## src/pkg/ibs_pkg.sv

```systemverilog
package ibs_pkg;
   localparam int DATA_W          = 8;
   localparam int ADDR_W          = 12;
   localparam int INSN_W          = 16;
   // opcode layouts
   localparam logic [3:0] OP_BITSET_HI   = 4'h8;  // 1000 bbb a kkkkkkkk
   localparam logic [7:0] OP_FILL_HI     = 8'h68; // 0110 1000 kkkkkkkk
   localparam int          BIT_LSB        = 9;
   localparam int          ACC_BIT        = 8;
   localparam logic [7:0] OFFSET_MAX     = 8'h5F;
   localparam logic [7:0] FILL_VALUE     = 8'hFF;
   localparam logic [ADDR_W-1:0] PTR_RESET = 12'h000;

   typedef enum logic [3:0] {
      ST_DECODE  = 4'h1,
      ST_READ    = 4'h2,
      ST_PROCESS = 4'h4,
      ST_WRITE   = 4'h8
   } ibs_phase_e;

   typedef struct packed {
      logic              valid;
      logic [INSN_W-1:0] word;
   } ibs_insn_s;

   typedef struct packed {
      logic              rd;
      logic              wr;
      logic [ADDR_W-1:0] addr;
      logic [DATA_W-1:0] wdata;
   } ibs_mem_s;
endpackage : ibs_pkg

```

## src/verilog/ibs_decode.sv

```systemverilog
`timescale 1ns/1ps
module ibs_decode
   import ibs_pkg::*;
(
   input  wire logic [INSN_W-1:0] word,
   input  wire logic              ext_en,
   output logic                   is_bitset,
   output logic                   is_fill,
   output logic [2:0]             bit_sel,
   output logic [7:0]             offset
);
   logic indexed;

   always_comb
   begin
      offset  = word[7:0];
      bit_sel = word[BIT_LSB+2:BIT_LSB];
      // access-bank form with low operand is an offset only when extended
      indexed   = ext_en && (word[ACC_BIT] == 1'b0) && (word[7:0] <= OFFSET_MAX);
      is_bitset = indexed && (word[15:12] == OP_BITSET_HI);
      is_fill   = indexed && (word[15:8] == OP_FILL_HI);
   end
endmodule : ibs_decode

```

## src/verilog/ibs_exec.sv

```systemverilog
`timescale 1ns/1ps
module ibs_exec
   import ibs_pkg::*;
(
   input  wire logic              ref_clk,
   input  wire logic              nrst,
   input  wire ibs_insn_s         insn,
   input  wire logic              extended_set_enable,
   input  wire logic [ADDR_W-1:0] stack_frame_pointer,
   input  wire logic [DATA_W-1:0] mem_rdata,
   output ibs_mem_s               mem,
   output logic                   insn_accept,
   output logic                   insn_done,
   output logic                   insn_unclaimed
);
   logic                    is_bitset;
   logic                    is_fill;
   logic [2:0]              bit_sel;
   logic [7:0]              offset;
   ibs_phase_e              phase_q, phase_d;
   logic                    kind_bitset_q, kind_bitset_d;
   logic [2:0]              bit_q, bit_d;
   logic [ADDR_W-1:0]       addr_q, addr_d;
   logic [DATA_W-1:0]       data_q, data_d;
   ibs_mem_s                mem_q, mem_d;
   logic                    accept_q, accept_d;
   logic                    done_q, done_d;
   logic                    uncl_q, uncl_d;
   logic                    ext_meta_q, ext_q;

   // the enable is a configuration level from outside this domain
   always_ff @(posedge ref_clk or negedge nrst)
   begin
      if (!nrst)
      begin
         ext_meta_q <= 1'b0;
         ext_q      <= 1'b0;
      end
      else
      begin
         ext_meta_q <= extended_set_enable;
         ext_q      <= ext_meta_q;
      end
   end

   ibs_decode u_dec (
      .word      (insn.word),
      .ext_en    (ext_q),
      .is_bitset (is_bitset),
      .is_fill   (is_fill),
      .bit_sel   (bit_sel),
      .offset    (offset)
   );

   always_comb
   begin
      phase_d       = phase_q;
      kind_bitset_d = kind_bitset_q;
      bit_d         = bit_q;
      addr_d        = addr_q;
      data_d        = data_q;
      mem_d         = '0;
      accept_d      = 1'b0;
      done_d        = 1'b0;
      uncl_d        = 1'b0;
      case (phase_q)
         ST_DECODE:
         begin
            if (insn.valid)
            begin
               if (is_bitset || is_fill)
               begin
                  accept_d      = 1'b1;
                  kind_bitset_d = is_bitset;
                  bit_d         = bit_sel;
                  // zero-extended offset on the pointer; wraps in the data space
                  addr_d        = stack_frame_pointer + {{(ADDR_W-8){1'b0}}, offset};
                  phase_d       = ST_READ;
               end
               else
               begin
                  // legacy or other forms belong to the rest of the core
                  uncl_d = 1'b1;
               end
            end
         end
         ST_READ:
         begin
            mem_d.rd   = kind_bitset_q;
            mem_d.addr = addr_q;
            phase_d    = ST_PROCESS;
         end
         ST_PROCESS:
         begin
            // read byte is not back yet; only the operand is formed here
            if (kind_bitset_q)
               data_d = 8'h01 << bit_q;
            else
               data_d = FILL_VALUE;
            phase_d = ST_WRITE;
         end
         ST_WRITE:
         begin
            // no status flag port exists: flags are untouched
            mem_d.wr    = 1'b1;
            mem_d.addr  = addr_q;
            // registered memory answers one cycle after rd, i.e. in this cycle
            mem_d.wdata = kind_bitset_q ? (mem_rdata | data_q) : data_q;
            done_d      = 1'b1;
            phase_d     = ST_DECODE;
         end
         default:
            phase_d = ST_DECODE;
      endcase
   end

   always_ff @(posedge ref_clk or negedge nrst)
   begin
      if (!nrst)
      begin
         phase_q       <= ST_DECODE;
         kind_bitset_q <= 1'b0;
         bit_q         <= 3'h0;
         addr_q        <= PTR_RESET;
         data_q        <= 8'h00;
         mem_q         <= '0;
         accept_q      <= 1'b0;
         done_q        <= 1'b0;
         uncl_q        <= 1'b0;
      end
      else
      begin
         phase_q       <= phase_d;
         kind_bitset_q <= kind_bitset_d;
         bit_q         <= bit_d;
         addr_q        <= addr_d;
         data_q        <= data_d;
         mem_q         <= mem_d;
         accept_q      <= accept_d;
         done_q        <= done_d;
         uncl_q        <= uncl_d;
      end
   end

   assign mem            = mem_q;
   assign insn_accept    = accept_q;
   assign insn_done      = done_q;
   assign insn_unclaimed = uncl_q;

   // assertions
   logic [ADDR_W-1:0] exp_addr_q;
   always_ff @(posedge ref_clk or negedge nrst)
   begin
      if (!nrst)
         exp_addr_q <= 12'h000;
      else if (insn.valid && phase_q == ST_DECODE)
         exp_addr_q <= stack_frame_pointer + {4'h0, insn.word[7:0]};
   end
endmodule : ibs_exec

```

## config.mk

```make
export PLATFORM = sky130hd
export DESIGN_NAME = ibs_exec
export DESIGN_NICKNAME = d
export VERILOG_FILES = /design/src/pkg/ibs_pkg.sv /design/src/verilog/ibs_decode.sv /design/src/verilog/ibs_exec.sv
export SDC_FILE = /design/constraint.sdc
export NUM_CORES = 1
export LEC_CHECK = 0
export BUFFER_PORTS_ARGS = -buffer_cell sky130_fd_sc_hd__buf_4
export CAP_MARGIN = 5
export CORE_MARGIN = 1
export CORE_UTILIZATION = 52
export CTS_CLUSTER_DIAMETER = 150
export DETAILED_ROUTE_END_ITERATION = 8
export GPL_ROUTABILITY_DRIVEN = 0
export GPL_TIMING_DRIVEN = 0
export PLACE_DENSITY = 0.83
export SLEW_MARGIN = 20
export SYNTH_ARGS = -nofsm -noshare
export SYNTH_HDL_FRONTEND = slang
export SYNTH_SLANG_ARGS = --single-unit
```

## constraint.sdc

```tcl
create_clock -name ref_clk -period 2.4 [get_ports ref_clk]
set_input_delay 0.12 -clock ref_clk [delete_from_list [all_inputs] [get_ports ref_clk]]
set_output_delay 0.12 -clock ref_clk [all_outputs]
set_load 0.01 [all_outputs]
```

==> impl_results.md, run 1 <==
* Least-Margin Pin Slew at 696 ps
* Hold path startpoint: insn[9]
* Setup repair bufs after CTS at 0
* Fmax at 514 MHz
* # rows at 24
* Leakage at 1.52 nW
* WP data arrival at 2140 ps
* Main combinational cell family by area after synthesis: simple AND/OR/NAND/NOR gates
* Area Growth Syn to Fin at 27.5%
* Crit Reg-Reg Startpoint: phase_q[0]
* CTS Sinks at 54
* Most common cell after layout, fill and taps aside: buf_4
* H-tree depth at 2
* Xor/xnor share of the synthesized area at 2.93%
* Final hold vios at 0
* Die Area at 0.00488 mm2
* Placed instance count at 343
* CTS resizes at 0
* Register area share after synthesis at 56.5%
* Antenna violations before repair at 0
* Clock Skew at 3.45 ps
* DP HPWL at 3.38 mm
* Most used cell, CP: nand2_1
* Net Count, Synth at 276
* Clk_lat worst skew at 300 ps
* Tmin final at 1950 ps
* Vias in the first global route at 1764
* Critical-path cell list: nand2_1, or4_4, or3_4, buf_2, nand2_1, o21ai_0
* Mux contribution to synthesized area at 0%
* Post-DRT Antenna Nets at 0
* Die width at 69.8 um
* Crit end category: register
* Layout Cells excl Fill at 353
* Int Pwr at 1.27 mW
* # DRC at 0
* Clock slew at reported path FFs at 90 ps
* Iter 0 DRT Violations at 116
* Gate power share at 13.0%
* Largest net degree at the start of global routing at 55
* Mapped Avg Cell Area at 10.5 um2
* Most frequent cells in the layout: 65 x buf_4, 53 x dfrtp_1, 33 x nand2_1, 22 x nor2_1, 16 x a21oi_1
* Crit-path slowest cell: dfstp_2
* Synth Area in Compound Gates at 12.9%
* Via/cell ratio at 5.18
* Yosys warns at 0
* CP max FO at 10
* IO Port Bufs at 64
* Peak VDD IR at 0.295 mV
* Total track usage at 20.5%
* Status: finished, final reports clean
* Crit. Startpoint: phase_q[0]
* Routed via count at 1829
* Setup_tns at 0 ps
* Synth Register Bits at 54
* Filler cell count in the final layout at 341
* Distinct cell type count after synthesis at 43
* Die H at 69.8 um
* GR Overflow Total at 0
* Final net count at 349
* Mapped Cells at 227
* RSZ-0062 raised after global routing: false
* Wirelength per Cell at 12.6 um
* NetSw at 389 uW
* Crit Path Class: reg2reg
* Number of enable flip-flop cells after synthesis at 0
* First-pass detailed-route iteration total at 4
* Top FF cell, synth: dfrtp_1
* Sequential share of power at 56.7%
* Sw frac at 23.4%
* Mapped Area at 0.00239 mm2
* Slew HR at 53.5%
* I/O pin total at 65
* Root Buffer: clkbuf_8
* Initial Util at 54.6%
* HP Class: in2reg
* Post-Synth Adder-Cell Area at 5.02%
* Power per cell area at 545 mW/mm2
* Final wirelength at 4.46 mm
* First-pass GRT wire length at 7.70 mm
* Slew Limit Fails at 0
* CTS max path bufs at 2
* Clock group share of total power at 30.3%
* Max-cap violation count at 0
* # diodes at 0
* CTS tree: yes
* Async S/R FF share, synth at 100%
* Startpoint types: register
* Worst path max stage delay at 560 ps
* Clock buffer count from CTS at 5
* Worst EP required at 2590 ps
* Layout cell share with drive strength beyond 1 at 28.2%
* Final Setup Violations at 0
* Synth Area in Simple Gates at 19.5%
* Placeable core area at 0.00438 mm2
* Final period util at 81.1%
-- registers in the layout (all words and copies together), names as in the netlist --
| register | flops |
|---|---|
| addr_q | 12 |
| bit_q | 3 |
| data_q | 8 |
| ext_meta_q | 1 |
| ext_q | 1 |
| insn_accept | 1 |
| insn_done | 1 |
| insn_unclaimed | 1 |
| kind_bitset_q | 1 |
| mem | 21 |
| phase_q | 4 |
-- metal layers --
metal  GRT usage (%)  part of all wire (%)  wire (um)
met5               0                     0          0
met4            8.67                   1.8         79
met3            4.07                   5.1        228
met2            34.6                    49       2170
met1            25.6                    44       1980
-- power groups by stage --
stage                     clock network (mW)  registers (mW)  logic, mW
after CTS                              0.511           0.943      0.217
after floorplan                            0           0.959      0.117
final                                  0.503           0.943      0.216
after global placement                     0           0.960      0.209
after detailed placement                   0           0.961      0.214
after global routing                   0.559           0.946      0.244
-- path summary, 6_finish.rpt --
| check | endpoint | cells after the start | slack, ps |
|---|---|---|---|
| setup / recovery | addr_q[10] | 6 | 450 |
| hold / removal | bit_q[0] | 3 | 20 |
| setup reg to reg | addr_q[10] | 6 | 450 |
| hold reg to reg | ext_q | 0 | 360 |
| max in group asynchronous | addr_q[0] | 2 | 1600 |
| min in group asynchronous | ext_q | 2 | 370 |
-- critical path, delay by kind of cell (launching register included) --
| kind | cells | cell delay [ps] |
|---|---|---|
| compound gates | 1 | 70 |
| simple gates | 4 | 990 |
| buf+inv | 1 | 200 |
| flops | 1 | 560 |
-- cells in the mapped netlist (all sizes together), types with 4 or more instances --
library cell   n  area (um2)
nor2b         12        75.1
ha             8         100
nor4b          4        41.3
nor2          22        82.6
dfrtp         53        1330
clkbuf         7        26.3
o21ai         12        60.1
a21oi         16        80.1
buf            5        38.8
nand2         33         124
a31oi          9        56.3
xor2           6        52.6
-- through the flow --
stage	area [um2]	utilization, %	worst slack (ps)	hold WS [ps]	power [mW]
finish	3050	69.5	453	23.9	1.66
global route	3050	69.5	280	32.9	1.75
CTS	3050	69.5	436	16.4	1.67
detailed placement	2940	67.0	459	189	1.17
global placement	2940	67.0	489	183	1.17
floorplan	2390	-	579	-176	1.08
-- logic make-up after synthesis --
group                      after synthesis
buffers and inverters                   15
and+or+nand+nor                         91
xor gates and xnor gates                 8
AOI/OAI and AO/OA                       50
DFF                                     54
adders and majority gates                9
-- final cells by class --
cell class | count | area [um2] | share of cell area [%]
buffer | 12 | 65.1 | 2.13
clock buffer | 7 | 86.3 | 2.83
clock inverter | 1 | 5.00 | 0.164
inverter | 3 | 11.3 | 0.369
multi-input combinational | 158 | 963 | 31.6
sequential | 54 | 1350 | 44.4
tap | 52 | 65.1 | 2.13
timing repair buffer | 66 | 500 | 16.4
-- timing repair --
item	4_1_cts	5_1_grt
setup endpoints to repair	0	0
hold endpoints to repair	54	0
hold buffers	2	0
(Power assumes the default switching activity.)
==> inputs of run 2 (changes only) <==
- clock period: 2.4 -> 1.95 ns (I/O delays scaled with it)
==> impl_results.md, run 2 (synthesized netlist as in run 1, its figures left out) <==
* Initial Util at 54.6%
* Least-Margin Pin Slew at 636 ps
* Post-DRT Antenna Nets at 0
* Fmax at 532 MHz
* Largest net degree at the start of global routing at 55
* NetSw at 475 uW
* Clock Skew at 3.16 ps
* Total track usage at 20.6%
* I/O pin total at 65
* Dpl cell area at 0.00294 mm2
* Setup WS post-layout at 71.4 ps
* Max FFs per register at 21
* Sw frac at 23.2%
* Leakage at 1.53 nW
* Iter 0 DRT Violations at 137
* Final wirelength at 4.50 mm
* Worst EP required at 2200 ps
* CTS max path bufs at 2
* Placeable core area at 0.00438 mm2
* Reg2Reg Depth at 7
* Setup_tns at 0 ps
* Most frequent cells in the layout: 66 x buf_4, 53 x dfrtp_1, 33 x nand2_1, 22 x nor2_1, 16 x a21oi_1
* Root Buffer: clkbuf_8
* Slew Limit Fails at 0
* CP max FO at 7
* Final net count at 352
* WP data arrival at 2120 ps
* DP HPWL at 3.38 mm
* GR Overflow Total at 0
* # rows at 24
* Peak VDD IR at 0.362 mV
* # diodes at 0
* Hold Slack at 13.5 ps
* Crit Reg-Reg Startpoint: phase_q[0]
* Critical Path Sink: addr_q[0]
* Slew HR at 57.6%
* Clock buffer count from CTS at 5
* Die width at 69.8 um
* Vias in the first global route at 1768
* Filler cell count in the final layout at 336
* # DRC at 0
* Int Pwr at 1.57 mW
* Worst reg-to-reg setup slack at 70 ps
* Crit. Startpoint: phase_q[0]
* Power per cell area at 661 mW/mm2
* Clock slew at reported path FFs at 80 ps
* Startpoint types: register
* Die H at 69.8 um
* Antenna violations before repair at 0
* H-tree depth at 2
* Final period util at 96.3%
* Crit end category: register
* Sequential share of power at 56.7%
* Worst r2r dst: addr_q[0]
* Tmin final at 1880 ps
* Max-cap violation count at 0
* Via/cell ratio at 5.20
* CTS tree: yes
* Routed via count at 1852
* Design area at 0.00309 mm2
* First-pass GRT wire length at 7.73 mm
* Clk_lat worst skew at 300 ps
* Status: finished, final reports clean
* Final hold vios at 0
* First-pass detailed-route iteration total at 4
* Wirelength per Cell at 12.6 um
* Most common cell after layout, fill and taps aside: buf_4
* Die Area at 0.00488 mm2
* CTS Sinks at 54
* Setup slack at placement at 8.76 ps
* IO Port Bufs at 64
* Final Setup Violations at 0
* Core Util, Final at 70.5%
* RSZ-0062 raised after global routing: false
* Gate power share at 13.2%
* Layout cell share with drive strength beyond 1 at 28.6%
* Clock group share of total power at 30.1%
* Area Growth Syn to Fin at 29.3%
* Crit Path Class: reg2reg
* HP Class: in2reg
[run 2: how the worst min path moves through the flow]
| stage | from | to | slack [ps] | depth (start not counted) |
|---|---|---|---|---|
| after global placement | nrst | bit_q[2] | 160 | 1 |
| after global routing | insn[10] | bit_q[1] | 30 | 3 |
| after floorplan | nrst | addr_q[0] | -200 | 0 |
| final | insn[10] | bit_q[1] | 10 | 3 |
| after detailed placement | nrst | insn_accept | 170 | 1 |
| after CTS | insn[10] | bit_q[1] | 3 | 3 |
[run 2: final cells by class]
cell class                 instances  area [um2]  area share, %
clock inverter                     1        5.00          0.162
tap                               52        65.1           2.10
multi-input combinational        158         972           31.4
inverter                           3        11.3          0.364
clock buffer                       7        86.3           2.79
timing repair buffer              69         528           17.1
buffer                            12        72.6           2.35
sequential                        54        1350           43.7
[run 2: critical path, cell delays in order, from the launching register on]
cell     delay, ps
dfstp_2        550
nand2_1         50
or4_4          440
or3_1          380
buf_6          150
inv_2          110
nand2_1         90
nand2_1         60
[run 2: timing repair]
action / in CTS / in global routing
buffers inserted: 0 / 1
endpoints found under the hold margin: 56 / 0
gates resized for setup: 1 / 5
setup endpoints to repair: 4 / 23
pin swaps: 0 / 2
hold buffers: 4 / 0
[run 2: power by group through the flow]
stage	Clock [mW]	Sequential [mW]	Combinational, mW
4_1_cts	0.629	1.16	0.270
2_1_floorplan	0	1.18	0.144
6_report	0.615	1.16	0.270
3_5_place_dp	0	1.18	0.263
5_1_grt	0.688	1.16	0.304
3_3_place_gp	0	1.18	0.257
[run 2: metrics by stage]
stage / instances / power (mW)
global route: 356 / 2.16
finish: 356 / 2.05
CTS: 355 / 2.06
global placement: 343 / 1.44
floorplan: 227 / 1.32
detailed placement: 343 / 1.45
[run 2: routing by layer]
layer	routed length, um	share of wire [%]	global-route usage, %
met1	1980	44	25.6
met2	2250	50	34.9
met3	225	5.0	4.07
met4	48	1.1	8.67
met5	0	0	0
